File: config.mk
export PLATFORM = sky130hd
export DESIGN_NAME = pspi_top
export DESIGN_NICKNAME = d
export VERILOG_FILES = /design/src/rtl/pspi_pkg.sv /design/src/rtl/pspi_trip_if.sv /design/src/rtl/pspi_trip_unit.sv /design/src/rtl/pspi_top.sv
export SDC_FILE = /design/constraint.sdc
export NUM_CORES = 1
export LEC_CHECK = 0
export ABC_AREA = 1
export BUFFER_PORTS_ARGS = -buffer_cell sky130_fd_sc_hd__clkbuf_2
export CAP_MARGIN = 30
export CORE_AREA = 4 4 96 98
export CTS_CLUSTER_DIAMETER = 150
export DETAILED_ROUTE_END_ITERATION = 10
export DIE_AREA = 0 0 100 102
export PLACE_DENSITY = 0.79
export SKIP_CTS_REPAIR_TIMING = 1
export SYNTH_ARGS = -nofsm -noshare
export SYNTH_HDL_FRONTEND = slang
export SYNTH_SLANG_ARGS = --single-unit
export TNS_END_PERCENT = 50
File: constraint.sdc
create_clock -name I_SYS_CLK -period 2 [get_ports I_SYS_CLK]
set_input_delay 0.2 -clock I_SYS_CLK [delete_from_list [all_inputs] [get_ports I_SYS_CLK]]
set_output_delay 0.2 -clock I_SYS_CLK [all_outputs]
set_load 0.005 [all_outputs]
File: src/rtl/pspi_pkg.sv
package pspi_pkg;

  localparam int unsigned ADDR_W          = 8;
  localparam int unsigned DATA_W          = 32;
  localparam int unsigned N_DIG           = 3;
  localparam int unsigned N_ANA           = 3;

  localparam logic [7:0]  ADDR_CTRL       = 8'h00;
  localparam logic [7:0]  ADDR_TRIP_CFG   = 8'h04;
  localparam logic [7:0]  ADDR_PASSIVE    = 8'h08;
  localparam logic [7:0]  ADDR_STATUS     = 8'h0C;

  localparam int unsigned CTRL_PRESENT    = 0;
  localparam int unsigned CTRL_GPIO_CFG   = 1;
  localparam int unsigned CTRL_POL_HIGH   = 2;
  localparam int unsigned CTRL_SAFE_FLOAT = 3;
  localparam int unsigned CTRL_W          = 4;
  localparam logic [3:0]  CTRL_RESET      = 4'h5;

  localparam int unsigned TCFG_ANA_LSB    = 6;
  localparam int unsigned TCFG_W          = 9;
  localparam logic [8:0]  TCFG_RESET      = 9'h000;

  localparam int unsigned ST_RUN          = 0;
  localparam int unsigned ST_SETTLE       = 1;
  localparam int unsigned ST_OS_LSB       = 2;
  localparam int unsigned ST_CBC_LSB      = 5;
  localparam int unsigned ST_ANA_LSB      = 8;

  localparam logic [1:0]  REACT_NONE      = 2'h0;
  localparam logic [1:0]  REACT_ONESHOT   = 2'h1;
  localparam logic [1:0]  REACT_CBC       = 2'h2;

  localparam int unsigned CLK_HZ          = 20_000_000;
  localparam int unsigned SETTLE_TIME_MS  = 100;
  localparam int unsigned SETTLE_CYCLES   = CLK_HZ / 1000 * SETTLE_TIME_MS;

  typedef enum logic [1:0] {
    PSPI_OFF,
    PSPI_SETTLE,
    PSPI_RUN
  } pspi_state_t;

endpackage

File: src/rtl/pspi_trip_if.sv
`timescale 1ns/10ps
interface pspi_trip_if;
  logic [2:0] trip_n;
  logic [2:0] ana;
  logic       underflow;
  logic       rearm;
  logic [5:0] dig_react;
  logic [2:0] ana_react;
  logic [2:0] os_latch;
  logic [2:0] cbc_latch;
  logic [2:0] ana_latch;

  modport ctl  (output trip_n, ana, underflow, rearm, dig_react, ana_react,
                input  os_latch, cbc_latch, ana_latch);
  modport unit (input  trip_n, ana, underflow, rearm, dig_react, ana_react,
                output os_latch, cbc_latch, ana_latch);
endinterface

File: src/rtl/pspi_trip_unit.sv
`timescale 1ns/10ps
module pspi_trip_unit
  import pspi_pkg::*;
(
  input  wire logic  i_clk,
  input  wire logic  i_rstn,
  pspi_trip_if.unit  trip
);

  genvar g;

  generate
    for (g = 0; g < N_DIG; g++)
    begin : g_dig
      logic [1:0] react;
      logic       hit;
      assign react = trip.dig_react[2*g +: 2];
      assign hit   = ~trip.trip_n[g];

      // A one-shot trip holds until the interlock is re-armed; a new hit wins.
      always_ff @(posedge i_clk or negedge i_rstn)
      begin
        if (!i_rstn)
          trip.os_latch[g] <= 1'b0;
        else if (hit && react == REACT_ONESHOT)
          trip.os_latch[g] <= 1'b1;
        else if (trip.rearm)
          trip.os_latch[g] <= 1'b0;
      end

      // Release comes at underflow, or once the reaction is no longer REACT_CBC, so a short glitch still holds until the next underflow.
      always_ff @(posedge i_clk or negedge i_rstn)
      begin
        if (!i_rstn)
          trip.cbc_latch[g] <= 1'b0;
        else if (hit && react == REACT_CBC)
          trip.cbc_latch[g] <= 1'b1;
        else if (trip.underflow || react != REACT_CBC)
          trip.cbc_latch[g] <= 1'b0;
      end
    end

    for (g = 0; g < N_ANA; g++)
    begin : g_ana
      always_ff @(posedge i_clk or negedge i_rstn)
      begin
        if (!i_rstn)
          trip.ana_latch[g] <= 1'b0;
        else if (trip.ana[g] && trip.ana_react[g])
          trip.ana_latch[g] <= 1'b1;
        else if (trip.rearm)
          trip.ana_latch[g] <= 1'b0;
      end
    end
  endgenerate

endmodule

File: src/rtl/pspi_top.sv
// Decided for this implementation: the register offsets and the plain strobed port.
`timescale 1ns/10ps
module pspi_top
  import pspi_pkg::*;
#(
  parameter int unsigned N_PWM         = 6,
  parameter int unsigned SETTLE_CYCLES_P = SETTLE_CYCLES
)
(
  input  wire logic              I_SYS_CLK,
  input  wire logic              I_RSTN,
  input  wire logic              I_EN_REQ,
  input  wire logic [N_PWM-1:0]  I_PWM,
  input  wire logic              I_PWM_UNDERFLOW,
  input  wire logic              I_TRIP_ZONE_INPUT_1_N,
  input  wire logic              I_TRIP_ZONE_INPUT_2_N,
  input  wire logic              I_TRIP_ZONE_INPUT_3_N,
  input  wire logic [2:0]        I_ANALOG_TRIP,
  input  wire logic [ADDR_W-1:0] I_ADDR,
  input  wire logic [DATA_W-1:0] I_WDATA,
  input  wire logic              I_WR,
  input  wire logic              I_RD,
  output logic      [DATA_W-1:0] O_RDATA,
  output logic      [N_PWM-1:0]  O_PWM,
  output logic      [N_PWM-1:0]  O_PWM_OE,
  output logic                   O_STATUS,
  output logic                   O_GATE_EN,
  output logic                   O_GATE_EN_OE
);

  // Refuse settings that would make fields overlap or fall off the bus, mismatch the trip or address widths, or leave no settle time.
  generate
    if (N_PWM < 1 || N_PWM > DATA_W)
    begin : g_bad_width
      $error("N_PWM must lie between 1 and the data width.");
    end
    if (SETTLE_CYCLES_P < 1)
    begin : g_bad_settle
      $error("SETTLE_CYCLES_P must be at least one.");
    end
    if (N_DIG != $bits({I_TRIP_ZONE_INPUT_1_N, I_TRIP_ZONE_INPUT_2_N, I_TRIP_ZONE_INPUT_3_N}))
    begin : g_bad_dig
      $error("N_DIG must match the trip-zone pins.");
    end
    if (N_ANA != $bits(I_ANALOG_TRIP))
    begin : g_bad_ana
      $error("N_ANA must match the analog trip port.");
    end
    if (TCFG_ANA_LSB != 2 * N_DIG || TCFG_W != TCFG_ANA_LSB + N_ANA)
    begin : g_bad_tcfg
      $error("Trip configuration fields do not tile the register.");
    end
    if (ST_CBC_LSB != ST_OS_LSB + N_DIG || ST_ANA_LSB != ST_CBC_LSB + N_DIG)
    begin : g_bad_status
      $error("Status register fields overlap.");
    end
    if (ST_ANA_LSB + N_ANA > DATA_W || TCFG_W > DATA_W || CTRL_W > DATA_W)
    begin : g_bad_fields
      $error("A register field lies beyond the data width.");
    end
    if (ADDR_W != $bits(ADDR_STATUS))
    begin : g_bad_addr
      $error("ADDR_W must match the register address constants.");
    end
  endgenerate

  pspi_trip_if trip ();

  pspi_state_t      state;
  pspi_state_t      next_state;
  logic [31:0]      settle_cnt;
  logic             en_prev;
  logic             en_rise;
  logic [CTRL_W-1:0] ctrl;
  logic [TCFG_W-1:0] trip_cfg;
  logic [N_PWM-1:0] passive;
  logic             next_run;
  logic             tripped;
  logic             wr_ctrl;
  logic             wr_tcfg;
  logic             wr_pass;
  logic [DATA_W-1:0] rd_value;

  assign en_rise = I_EN_REQ & ~en_prev;

  assign wr_ctrl = I_WR && I_ADDR == ADDR_CTRL;
  assign wr_tcfg = I_WR && I_ADDR == ADDR_TRIP_CFG;
  assign wr_pass = I_WR && I_ADDR == ADDR_PASSIVE;

  always_ff @(posedge I_SYS_CLK or negedge I_RSTN)
  begin
    if (!I_RSTN)
      en_prev <= 1'b1;
    else
      en_prev <= I_EN_REQ;
  end

  // The edge detector starts as if the request were already high, so a request
  // that is high out of reset does not arm the interlock.
  always_comb
  begin
    next_state = state;
    unique case (state)
      PSPI_OFF:
      begin
        if (en_rise)
          next_state = PSPI_SETTLE;
      end
      PSPI_SETTLE:
      begin
        if (!I_EN_REQ)
          next_state = PSPI_OFF;
        else if (settle_cnt == SETTLE_CYCLES_P - 1)
          next_state = PSPI_RUN;
      end
      PSPI_RUN:
      begin
        if (!I_EN_REQ)
          next_state = PSPI_OFF;
      end
      default:
      begin
        next_state = PSPI_OFF;
      end
    endcase
  end

  always_ff @(posedge I_SYS_CLK or negedge I_RSTN)
  begin
    if (!I_RSTN)
      state <= PSPI_OFF;
    else
      state <= next_state;
  end

  // The count restarts on every entry, so a dropped request leaves no credit.
  always_ff @(posedge I_SYS_CLK or negedge I_RSTN)
  begin
    if (!I_RSTN)
      settle_cnt <= 32'h0000_0000;
    else if (state == PSPI_SETTLE && next_state == PSPI_SETTLE)
      settle_cnt <= settle_cnt + 32'h0000_0001;
    else
      settle_cnt <= 32'h0000_0000;
  end

  // Without the interlock the outputs run free; trips still apply.
  assign next_run = ctrl[CTRL_PRESENT] ? (next_state == PSPI_RUN) : 1'b1;

  // Status and PWM gating load from the same term so they move together.
  always_ff @(posedge I_SYS_CLK or negedge I_RSTN)
  begin
    if (!I_RSTN)
      O_STATUS <= 1'b0;
    else
      O_STATUS <= next_run;
  end

  // Registering the level costs one cycle but keeps the pin free of glitches.
  // The gate enable pin is a pure indicator and feeds nothing below.
  always_ff @(posedge I_SYS_CLK or negedge I_RSTN)
  begin
    if (!I_RSTN)
      O_GATE_EN <= 1'b0;
    else
      O_GATE_EN <= (next_state != PSPI_OFF) ~^ ctrl[CTRL_POL_HIGH];
  end

  always_ff @(posedge I_SYS_CLK or negedge I_RSTN)
  begin
    if (!I_RSTN)
      O_GATE_EN_OE <= 1'b0;
    else
      O_GATE_EN_OE <= ctrl[CTRL_GPIO_CFG];
  end

  assign trip.trip_n    = {I_TRIP_ZONE_INPUT_3_N, I_TRIP_ZONE_INPUT_2_N, I_TRIP_ZONE_INPUT_1_N};
  assign trip.ana       = I_ANALOG_TRIP;
  assign trip.underflow = I_PWM_UNDERFLOW;
  assign trip.rearm     = en_rise && state == PSPI_OFF;
  assign trip.dig_react = trip_cfg[TCFG_ANA_LSB-1:0];
  assign trip.ana_react = trip_cfg[TCFG_W-1:TCFG_ANA_LSB];

  pspi_trip_unit u_trip (
    .i_clk  (I_SYS_CLK),
    .i_rstn (I_RSTN),
    .trip   (trip)
  );

  assign tripped = |{trip.os_latch, trip.cbc_latch, trip.ana_latch};

  genvar g;

  generate
    for (g = 0; g < N_PWM; g++)
    begin : g_pwm
      // Off means driven passive; a trip may instead release the pin.
      always_ff @(posedge I_SYS_CLK or negedge I_RSTN)
      begin
        if (!I_RSTN)
          O_PWM[g] <= 1'b0;
        else if (next_run && !tripped)
          O_PWM[g] <= I_PWM[g];
        else
          O_PWM[g] <= passive[g];
      end

      always_ff @(posedge I_SYS_CLK or negedge I_RSTN)
      begin
        if (!I_RSTN)
          O_PWM_OE[g] <= 1'b1;
        else
          O_PWM_OE[g] <= !(tripped && ctrl[CTRL_SAFE_FLOAT]);
      end
    end
  endgenerate

  always_ff @(posedge I_SYS_CLK or negedge I_RSTN)
  begin
    if (!I_RSTN)
      ctrl <= CTRL_RESET;
    else if (wr_ctrl)
      ctrl <= I_WDATA[CTRL_W-1:0];
  end

  always_ff @(posedge I_SYS_CLK or negedge I_RSTN)
  begin
    if (!I_RSTN)
      trip_cfg <= TCFG_RESET;
    else if (wr_tcfg)
      trip_cfg <= I_WDATA[TCFG_W-1:0];
  end

  always_ff @(posedge I_SYS_CLK or negedge I_RSTN)
  begin
    if (!I_RSTN)
      passive <= '0;
    else if (wr_pass)
      passive <= I_WDATA[N_PWM-1:0];
  end

  always_comb
  begin
    rd_value = '0;
    unique case (I_ADDR)
      ADDR_CTRL:
      begin
        rd_value[CTRL_W-1:0] = ctrl;
      end
      ADDR_TRIP_CFG:
      begin
        rd_value[TCFG_W-1:0] = trip_cfg;
      end
      ADDR_PASSIVE:
      begin
        rd_value[N_PWM-1:0] = passive;
      end
      ADDR_STATUS:
      begin
        rd_value[ST_RUN]                = O_STATUS;
        rd_value[ST_SETTLE]             = state == PSPI_SETTLE;
        rd_value[ST_OS_LSB +: N_DIG]    = trip.os_latch;
        rd_value[ST_CBC_LSB +: N_DIG]   = trip.cbc_latch;
        rd_value[ST_ANA_LSB +: N_ANA]   = trip.ana_latch;
      end
      default:
      begin
        rd_value = '0;
      end
    endcase
  end

  // Read data stand for as many cycles as I_RD was held high, one cycle later, and return to zero after.
  always_ff @(posedge I_SYS_CLK or negedge I_RSTN)
  begin
    if (!I_RSTN)
      O_RDATA <= '0;
    else if (I_RD)
      O_RDATA <= rd_value;
    else
      O_RDATA <= '0;
  end

endmodule

==> metrics.txt, run 1 <==
cell with the most instances after synthesis nand2_1; Clock Latency Late Sink about 0.37 ns; vias in the first global route ~3500; post-synthesis cell type count 40; crit-path cells ha_1, nand2_1, nor2_4, nand2_2, nor2_4, nand2_2, nand2_4, nand2_4, o21ai_1, nand2_1; CTS H-tree lvls 3; Synth top cells by count nand2_1 (115), nor2_1 (81), dfrtp_1 (80), inv_1 (61), nand3_1 (30); core area 8470 um^2; async set or reset register ratio after synthesis 1.00; initial detailed-routing violation count roughly 190; synth top area cells dfrtp_1 (45%), nand2_1 (9.7%), nor2_1 (6.8%); Total Wirelength approximately 9.5 mm; global-route wire length before repair 16.0 mm; nets 660; Tmin final approximately 1.9 ns; full die area between 10000 and 15000 um^2; predominant post-synthesis flop cell dfrtp_1; Post-Synth Adder-Cell Area 0.00281; Num CTS Buffers 9; startpoint types register; Chip Width 100 um; final setup violation count 0; Post-Syn Instances approximately 540; WHS 0.0468 ns; via count roughly 3500; Pwr per Cell Area ~670 nW/um^2; Area Growth Syn to Fin 12.2%; RSZ-0062 raised after global routing no; Max transition margin 0.606; simple-gate share of the synthesized area 0.308; antenna violations before repair 0; top-area cell type share of the netlist area 0.450; Leak about 2.3 nW; I/O Buffers 60; layout cells sized above 1 0.210; largest net degree at the start of global routing between 40 and 50; Routability Congestion a little under 1; Post-synth EDFFs 0; final std cells w/o fill slightly above 700; cell taking the most area after synthesis dfrtp_1; Seq cells post-synth 84; Slew Limit Fails 0; Compound-Gate Fraction of Synth Area 0.0557; Clock Skews between 0.01 and 0.015 ns; PnR worst setup slack around 0.14 ns; Starting Density 0.525; Mean Syn Cell Area 8.28 um^2; final core utilization 0.589; Hold Path Class in2reg; Clock Sinks 84; worst-margin pin slew around 0.59 ns; Setup crit end kind register; gr usage total 0.199; Final Hold Violating Endpoints 0; # diodes 0; clock-pin slew on the worst setup and hold paths around 0.090 ns; arrival time worst endpoint 2.11 ns; DP HPWL approximately 7.4 mm; pre-CTS setup slack ~0.18 ns; drt wl/cell 13.3 um; max_cap viols 0; clk root buf clkbuf_8; sequential fraction of the synthesis area 0.474; Synth Area in XOR/XNOR 0.0453; DRC 0; largest family of logic cells by synthesized area simple AND/OR/NAND/NOR gates; Critical-path top delay cell dfrtp_1; Final Cycle Share 0.929; peak supply drop 0.440 mV; WP buf/inv 0; status complete, no violations; DP Cell Count between 600 and 700; maximum clock insertion buffer count 2; largest fanout on the critical path 16; critical path data required time between 2 and 2.5 ns; remaining antenna violation count 0; post-synthesis mux area share 0; fmax roughly 540 MHz; CP peak stage delay about 0.47 ns; CTS tree yes; setup TNS 0 ns; grt total ovfl 0; Crit path max-delay family simple AND/OR/NAND/NOR gates; Ports approximately 110; Initial DRT Pass Iterations 5; synth warn 0; num rows 34; drt via density between 4 and 5; height of the die between 100 and 150 um; Synth Cell Area ~4400 um^2; Crit Path Category reg2reg
[sequential cells by signal (all words and copies together) (netlist names), 2 cells and up]
register               cells
ctrl                       4
O_PWM                      6
u_trip.trip.cbc_latch      3
u_trip.trip.os_latch       3
u_trip.trip.ana_latch      3
trip_cfg                   9
passive                    6
O_RDATA                   11
state                      2
settle_cnt                32
[kinds of logic (layout without fill, tap and decap cells)]
logic type,Yosys count,after routing
fa+ha+maj,1,1
flops,84,84
buf+inv,99,147
simple gates,286,286
other cells,1,21
xor+xnor,23,23
compound gates,43,43
[report_power, final]
group	switching, mW	internal, mW
clock network	0.623	0.698
registers	0.0337	1.75
logic	0.163	0.0909
total	0.820	2.54
[final timing paths]
| kind | start | endpoint | slack [ns] | depth (start not counted) |
|---|---|---|---|---|
| worst max register to register | settle_cnt[0] | O_GATE_EN | 0.14 | 10 |
| max in group asynchronous | I_RSTN | ctrl[2] | 0.98 | 3 |
| min in group asynchronous | I_RSTN | settle_cnt[17] | 0.35 | 2 |
| worst min-delay path | I_WDATA[4] | passive[4] | 0.05 | 3 |
| worst max-delay path | settle_cnt[0] | O_GATE_EN | 0.14 | 10 |
| worst min register to register | ctrl[1] | O_GATE_EN_OE | 0.42 | 0 |
[layer usage]
layer / GRT usage / wire, um / vias up
li1: - / - / 1765
met1: 0.262 / 4160 / 1590
met2: 0.328 / 4670 / 116
met3: 0.0403 / 476 / 24
met4: 0.0767 / 208 / 0
met5: 0 / 0 / -
[cells in the final DEF, fill, tap and decap left out, drive strengths merged, types with 2 or more instances in the layout]
master and n:
conb 21, dfstp 4, o31ai 2, nand4 5
clkinvlp 2, o22ai 2, inv 68, clkinv 2
nor2 96, o21ai 24, nand2 125, dlygate4sd3 2
xnor2 5, buf 3, a21oi 11, clkbuf 68
dfrtp 80, nand3 32, bufinv 2, xor2 18
nor3 24
[per-stage QoR]
stage | power (mW) | area (um^2)
3_3_place_gp | 2.06 | 4760
3_5_place_dp | 2.07 | 4760
5_1_grt | 3.50 | 4990
4_1_cts | 3.39 | 4970
2_1_floorplan | 1.97 | 4520
6_report | 3.36 | 4990
[area by class of cell]
cell class / instances / area (um^2)
clock buffers: 9 / 124
clock inverters: 6 / 88.8
fillers: 746 / 3480
inverters: 68 / 259
multi-input cells: 374 / 1910
flip-flops and latches: 84 / 2110
well taps: 108 / 135
repair buffers: 64 / 363
[worst register-to-register path: cells and delay by family, from the launching register on]
kind / cells / cell delay [ns]
fa+ha+maj: 1 / 0.22
simple gates: 8 / 0.92
compound gates: 1 / 0.12
flops: 1 / 0.47
Note: power is estimated with default switching activity, not from simulation.
==> run 2: changes to the inputs <==
Settings changed: PLACE_DENSITY 0.79 to default, PLACE_DENSITY_LB_ADDON from default to 0.05.
==> run 2 against run 1 <==
Fmax grew 5.9%. Clock-buffer cell count grew 2. Register-to-register slack gained 0.10 ns. Critical path depth shrank 1. Non-clock buffer count grew 4. Via count shrank 0.52%. Utilization grew 0.52 points. Global-route usage grew 1.1 points. Flip-flop and latch count is the same. Hold slack gained 0.017 ns. Cell area grew 0.88%. Largest cell class unchanged. Largest power group unchanged.
==> metrics.txt, run 2 (same netlist as run 1, synthesis figures left out) <==
I/O Buffers 60 (unchanged); leading cell type in the layout, fill and taps excluded nand2_1; Clock Latency Late Sink 0.35 ns (-0.02 ns); CTS H-tree lvls 3 (unchanged); Clock Sinks 84 (unchanged); Routability Congestion 0.892 (-9.3%); Num CTS Buffers 9 (unchanged); DP HPWL 7.97 mm (+7.0%); RSZ-0062 raised after global routing no; fmax 570 MHz (+5.9%); status complete, no violations; max FFs per register 32 (unchanged); Pwr per Cell Area 677 nW/um^2 (+0.53%); largest net degree at the start of global routing 44 (-2.2%); Seq. cell area 2110 um^2 (unchanged); # diodes 0 (unchanged); Fill cells 758 (+1.6%); gr usage total 0.210 (+0.0106); full die area 10200 um^2 (unchanged); setup TNS 0 ns (unchanged); WP buf/inv 1 (+1); Crit path max-delay family simple AND/OR/NAND/NOR gates; Crit Path Category reg2reg; Total Wirelength 10.1 mm (+6.1%); max_cap viols 0 (unchanged); largest registers settle_cnt x32, O_RDATA x11, trip_cfg x9; nets 664 (+0.61%); height of the die 102 um (unchanged); area post-placement 4790 um^2 (+0.63%); GR Util met2 0.379 (+0.0513); clock-pin slew on the worst setup and hold paths 0.09 ns (about the same); arrival time worst endpoint 1.99 ns (-0.12 ns); CTS tree yes; layout cells sized above 1 0.215 (+0.00484); GRT met3 Usage 0.0369 (-0.00341); num rows 34 (unchanged); Ports 105 (unchanged); Final Cycle Share 0.877 (-0.0518); design area 5030 um^2 (+0.88%); Hold Path Class in2reg; Slew Limit Fails 0 (unchanged); startpoint types register; via count 3477 (-0.52%); Most Crowded Layer GR met2; peak supply drop 0.388 mV (-12%); pre-CTS setup slack 0.258 ns (+0.0791 ns); initial detailed-routing violation count 119 (-38%); DRC 0 (unchanged); vias in the first global route 3524 (+0.46%); critical path data required time 2.23 ns (-0.02 ns); crit-path cells ha_1, nand2_1, nor2_4, nand2_2, nor2_4, nand2_2, nand2_4, buf_4, nor2_1; drt wl/cell 14.1 um (+5.3%); Clock Skews 0.00987 ns (-0.00270 ns); worst-margin pin slew 0.577 ns (-0.00938 ns); Setup crit end kind register; Starting Density 0.525 (unchanged); Chip Width 100 um (unchanged); grt total ovfl 0 (unchanged); core area 8470 um^2 (unchanged); antenna violations before repair 0 (unchanged); final setup violation count 0 (unchanged); Max transition margin 0.612 (+0.00630); Initial DRT Pass Iterations 6 (+1); Final Hold Violating Endpoints 0 (unchanged); commonest cells after routing, fill and taps aside nand2_1 (115), nor2_1 (81), dfrtp_1 (80), inv_1 (61), clkbuf_2 (59); Tmin final 1.75 ns (-0.104 ns); PnR worst setup slack 0.246 ns (+0.104 ns); CP peak stage delay 0.44 ns (-0.03 ns); remaining antenna violation count 0 (unchanged); global-route wire length before repair 16.7 mm (+4.4%); FF-to-FF setup slack 0.25 ns (+0.10 ns); drt via density 4.84 (-1.2%); M1 GR Usage 0.256 (-0.00509); Critical-path top delay cell dfrtp_1; area of the multi-input gates 1910 um^2 (unchanged); maximum clock insertion buffer count 2 (unchanged); largest fanout on the critical path 10 (-6); Area Growth Syn to Fin 13.2%; Biggest register settle_cnt; clk root buf clkbuf_8; Leak 2.33 nW (+1.2%)
## run 2: where the power goes
part	total [mW]	internal [mW]	switching, mW
combinational	0.259	0.0939	0.165
sequential	1.79	1.75	0.0333
clock	1.36	0.743	0.621
total	3.41	2.59	0.819
## run 2: area by class of cell
cell class                      instances  share of cell area
Sequential cell                        84               0.419
Multi-Input combinational cell        374               0.380
Timing Repair Buffer                   68              0.0781
Inverter                               68              0.0515
Clock buffer                           11              0.0281
Tap cell                              108              0.0269
Clock inverter                          5              0.0169
## run 2: layer usage
| layer | share of wire | vias to the layer above |
|---|---|---|
| li1 | - | 1761 |
| met1 | 0.42 | 1625 |
| met2 | 0.53 | 79 |
| met3 | 0.035 | 12 |
| met4 | 0.015 | 0 |
| met5 | 0 | - |
## run 2: worst register-to-register path, stage by stage, from the launching register on
cell and delay (ns):
dfrtp_1 0.44, ha_1 0.20, nand2_1 0.11, nor2_4 0.17, nand2_2 0.09, nor2_4 0.13
nand2_2 0.09, nand2_4 0.16, buf_4 0.20, nor2_1 0.06
## run 2: final timing paths
| kind | from | to | cells past startpoint |
|---|---|---|---|
| max | settle_cnt[0] | settle_cnt[18] | 9 |
| min | I_ANALOG_TRIP[1] | u_trip.trip.ana_latch[1] | 3 |
| max reg2reg | settle_cnt[0] | settle_cnt[18] | 9 |
| min reg2reg | ctrl[1] | O_GATE_EN_OE | 0 |
| max in group asynchronous | I_RSTN | ctrl[2] | 3 |
| min in group asynchronous | I_RSTN | settle_cnt[17] | 2 |
## run 2: per-stage QoR
step / utilization / instances / power (mW) / hold slack (ns)
6_report: 0.594 / 718 / 3.41 / 0.0638
3_5_place_dp: 0.565 / 700 / 2.08 / 0.122
5_1_grt: 0.594 / 718 / 3.57 / 0.0461
3_3_place_gp: 0.565 / 700 / 2.07 / 0.117
4_1_cts: 0.592 / 716 / 3.44 / -0.265
2_1_floorplan: - / 557 / 1.97 / -0.0956
==> run 3: changes to the inputs <==
Settings changed: CELL_PAD_IN_SITES_DETAIL_PLACEMENT from default to 1, CELL_PAD_IN_SITES_GLOBAL_PLACEMENT from default to 1, CORE_AREA 4 4 96 98 to 4 4 111 113, DIE_AREA 0 0 100 102 to 0 0 115 117.
==> run 3 against run 2 <==
Wire length grew 17%. Hold slack better by 0.016 ns. Sequential share of layout area is 0.83 points lower. Power increased by 11%. Highest routed layer unchanged. Non-clock buffer count shrank 3. Sequential power about the same. Critical path type unchanged.
==> metrics.txt, run 3 (same netlist as run 1, synthesis figures left out) <==
Starting Density 0.393 (-0.132); final std cells w/o fill 750 (+4.5%); clk root buf clkbuf_16; Hold Path Class in2reg; Max transition margin 0.654 (+0.0419); Final Hold Violating Endpoints 0 (unchanged); Sw Ratio 0.237 (-0.00275); height of the die 117 um (+15%); final setup violation count 0 (unchanged); gr usage total 0.187 (-0.0229); via count 3582 (+3.0%); Leak 2.35 nW (+1.0%); full die area 13500 um^2 (+32%); Flop pwr share 0.474 (-0.050); grt total ovfl 0 (unchanged); Initial DRT Pass Iterations 4 (-2); Biggest register settle_cnt; largest fanout on the critical path 6 (-4); switching pwr 0.897 mW (+9.5%); DP HPWL 9.20 mm (+15%); largest net degree at the start of global routing 48 (+9.1%); antenna violations before repair 0 (unchanged); remaining antenna violation count 0 (unchanged); layout cells sized above 1 0.213 (-0.00223); clock power share 0.457 (+0.057); leading cell type in the layout, fill and taps excluded nand2_1; GR Util met2 0.343 (-0.0366); Clock Latency Late Sink 0.34 ns (about the same); Internal Power 2.88 mW (+11%); Routability Congestion 0.835 (-6.4%); drt via density 4.78 (-1.4%); I/O Buffers 60 (unchanged); CP Launch Point settle_cnt[0]; DP Cell Count 732 (+4.6%); reg-to-reg critical path startpoint settle_cnt[0]; Tmin final 1.81 ns (+0.0529 ns); maximum clock insertion buffer count 2 (unchanged); critical path data required time 2.24 ns (about the same); Setup crit end kind register; global-route wire length before repair 19.3 mm (+16%); max_cap viols 0 (unchanged); R2R depth 9 (unchanged); final core utilization 0.454 (-0.141); M1 GR Usage 0.219 (-0.0371); num rows 39 (+15%); Num CTS Buffers 9 (unchanged); Crit Path Category reg2reg; startpoint types register; Final Cycle Share 0.903 (+0.0264); largest registers settle_cnt x32, O_RDATA x11, trip_cfg x9; initial detailed-routing violation count 102 (-14%); Chip Width 115 um (+15%); fmax 553 MHz (-2.9%); nets 661 (-0.45%); Fill cells 1409 (+86%); commonest cells after routing, fill and taps aside nand2_1 (115), nor2_1 (81), dfrtp_1 (79), inv_1 (61), clkbuf_2 (59); Total Wirelength 11.8 mm (+17%); R2R Path End settle_cnt[14]; CTS H-tree lvls 3 (unchanged); core area 11300 um^2 (+34%); Clock Sinks 84 (unchanged); vias in the first global route 3847 (+9.2%); Ports 105 (unchanged); Pwr per Cell Area 735 nW/um^2 (+8.5%); max FFs per register 32 (unchanged); setup TNS 0 ns (unchanged); # diodes 0 (unchanged); Slew Limit Fails 0 (unchanged); area of the multi-input gates 1920 um^2 (+0.26%); clock-pin slew on the worst setup and hold paths 0.06 ns (-0.03 ns); drt wl/cell 15.8 um (+12%); peak supply drop 0.313 mV (-19%); CTS tree yes; Clock Skews 0.00750 ns (-0.00237 ns); CP endpoint settle_cnt[14]; DRC 0 (unchanged); worst-margin pin slew 0.519 ns (-0.0584 ns); Most Crowded Layer GR met2; arrival time worst endpoint 2.05 ns (+0.06 ns); GRT met3 Usage 0.0380 (+0.00119); power share of the combinational group 0.069 (-0.007); Seq. cell area 2110 um^2 (about the same); FF-to-FF setup slack 0.19 ns (-0.05 ns); status complete, no violations; RSZ-0062 raised after global routing no; Area Growth Syn to Fin 15.5%
[run 3: cell count changes in the layout (fill, tap and decap cells not counted), moves of 2 or more]
cell / delta
buf_4: -3
clkbuf_16: +9
clkbuf_8: -8
clkinv_2: +2
clkinv_4: -2
[run 3: area by class of cell]
cell class / instances / area share
flip-flops and latches: 84 / 0.410
inverters: 68 / 0.0504
multi-input cells: 374 / 0.373
repair buffers: 65 / 0.0721
clock buffers: 12 / 0.0499
well taps: 143 / 0.0348
clock inverters: 4 / 0.00925
[run 3: power by group through the flow]
stage	Clock [mW]	Combinational [mW]	Sequential, mW
detailed placement	0	0.265	1.82
global placement	0	0.262	1.82
finish	1.73	0.262	1.79
global route	1.85	0.302	1.80
CTS	1.76	0.267	1.79
floorplan	0	0.162	1.81
[run 3: critical path, cell delays in order (launching register included)]
cell	delay, ns
dfrtp_2	0.42
ha_1	0.18
nand2_1	0.12
nor2_4	0.18
nand2_1	0.13
nor2_4	0.16
inv_1	0.08
nor2_2	0.14
nor2_1	0.06
nor3_1	0.22
[run 3: through the flow]
stage | setup WS [ns] | area (um^2) | total power, mW | hold WS, ns
global route | 0.0562 | 5140 | 3.95 | 0.0702
floorplan | 0.501 | 4520 | 1.97 | -0.0956
CTS | 0.0613 | 5110 | 3.82 | -0.158
detailed placement | 0.0996 | 4810 | 2.09 | 0.211
finish | 0.193 | 5140 | 3.78 | 0.0803
global placement | 0.243 | 4810 | 2.08 | 0.213
[run 3: per-layer routing]
metal	wire length, um	vias to the layer above
li1	-	1762
met1	4770	1748
met2	6460	59
met3	374	13
met4	224	0
met5	0	-
[run 3: how the worst min path moves through the flow]
stage	from	to	cells past startpoint
6_report	I_ANALOG_TRIP[2]	u_trip.trip.ana_latch[2]	3
5_1_grt	I_ANALOG_TRIP[2]	u_trip.trip.ana_latch[2]	3
4_1_cts	I_RSTN	settle_cnt[5]	1
3_5_place_dp	I_RSTN	settle_cnt[5]	1
3_3_place_gp	I_RSTN	settle_cnt[5]	1
2_1_floorplan	I_RSTN	O_GATE_EN	0
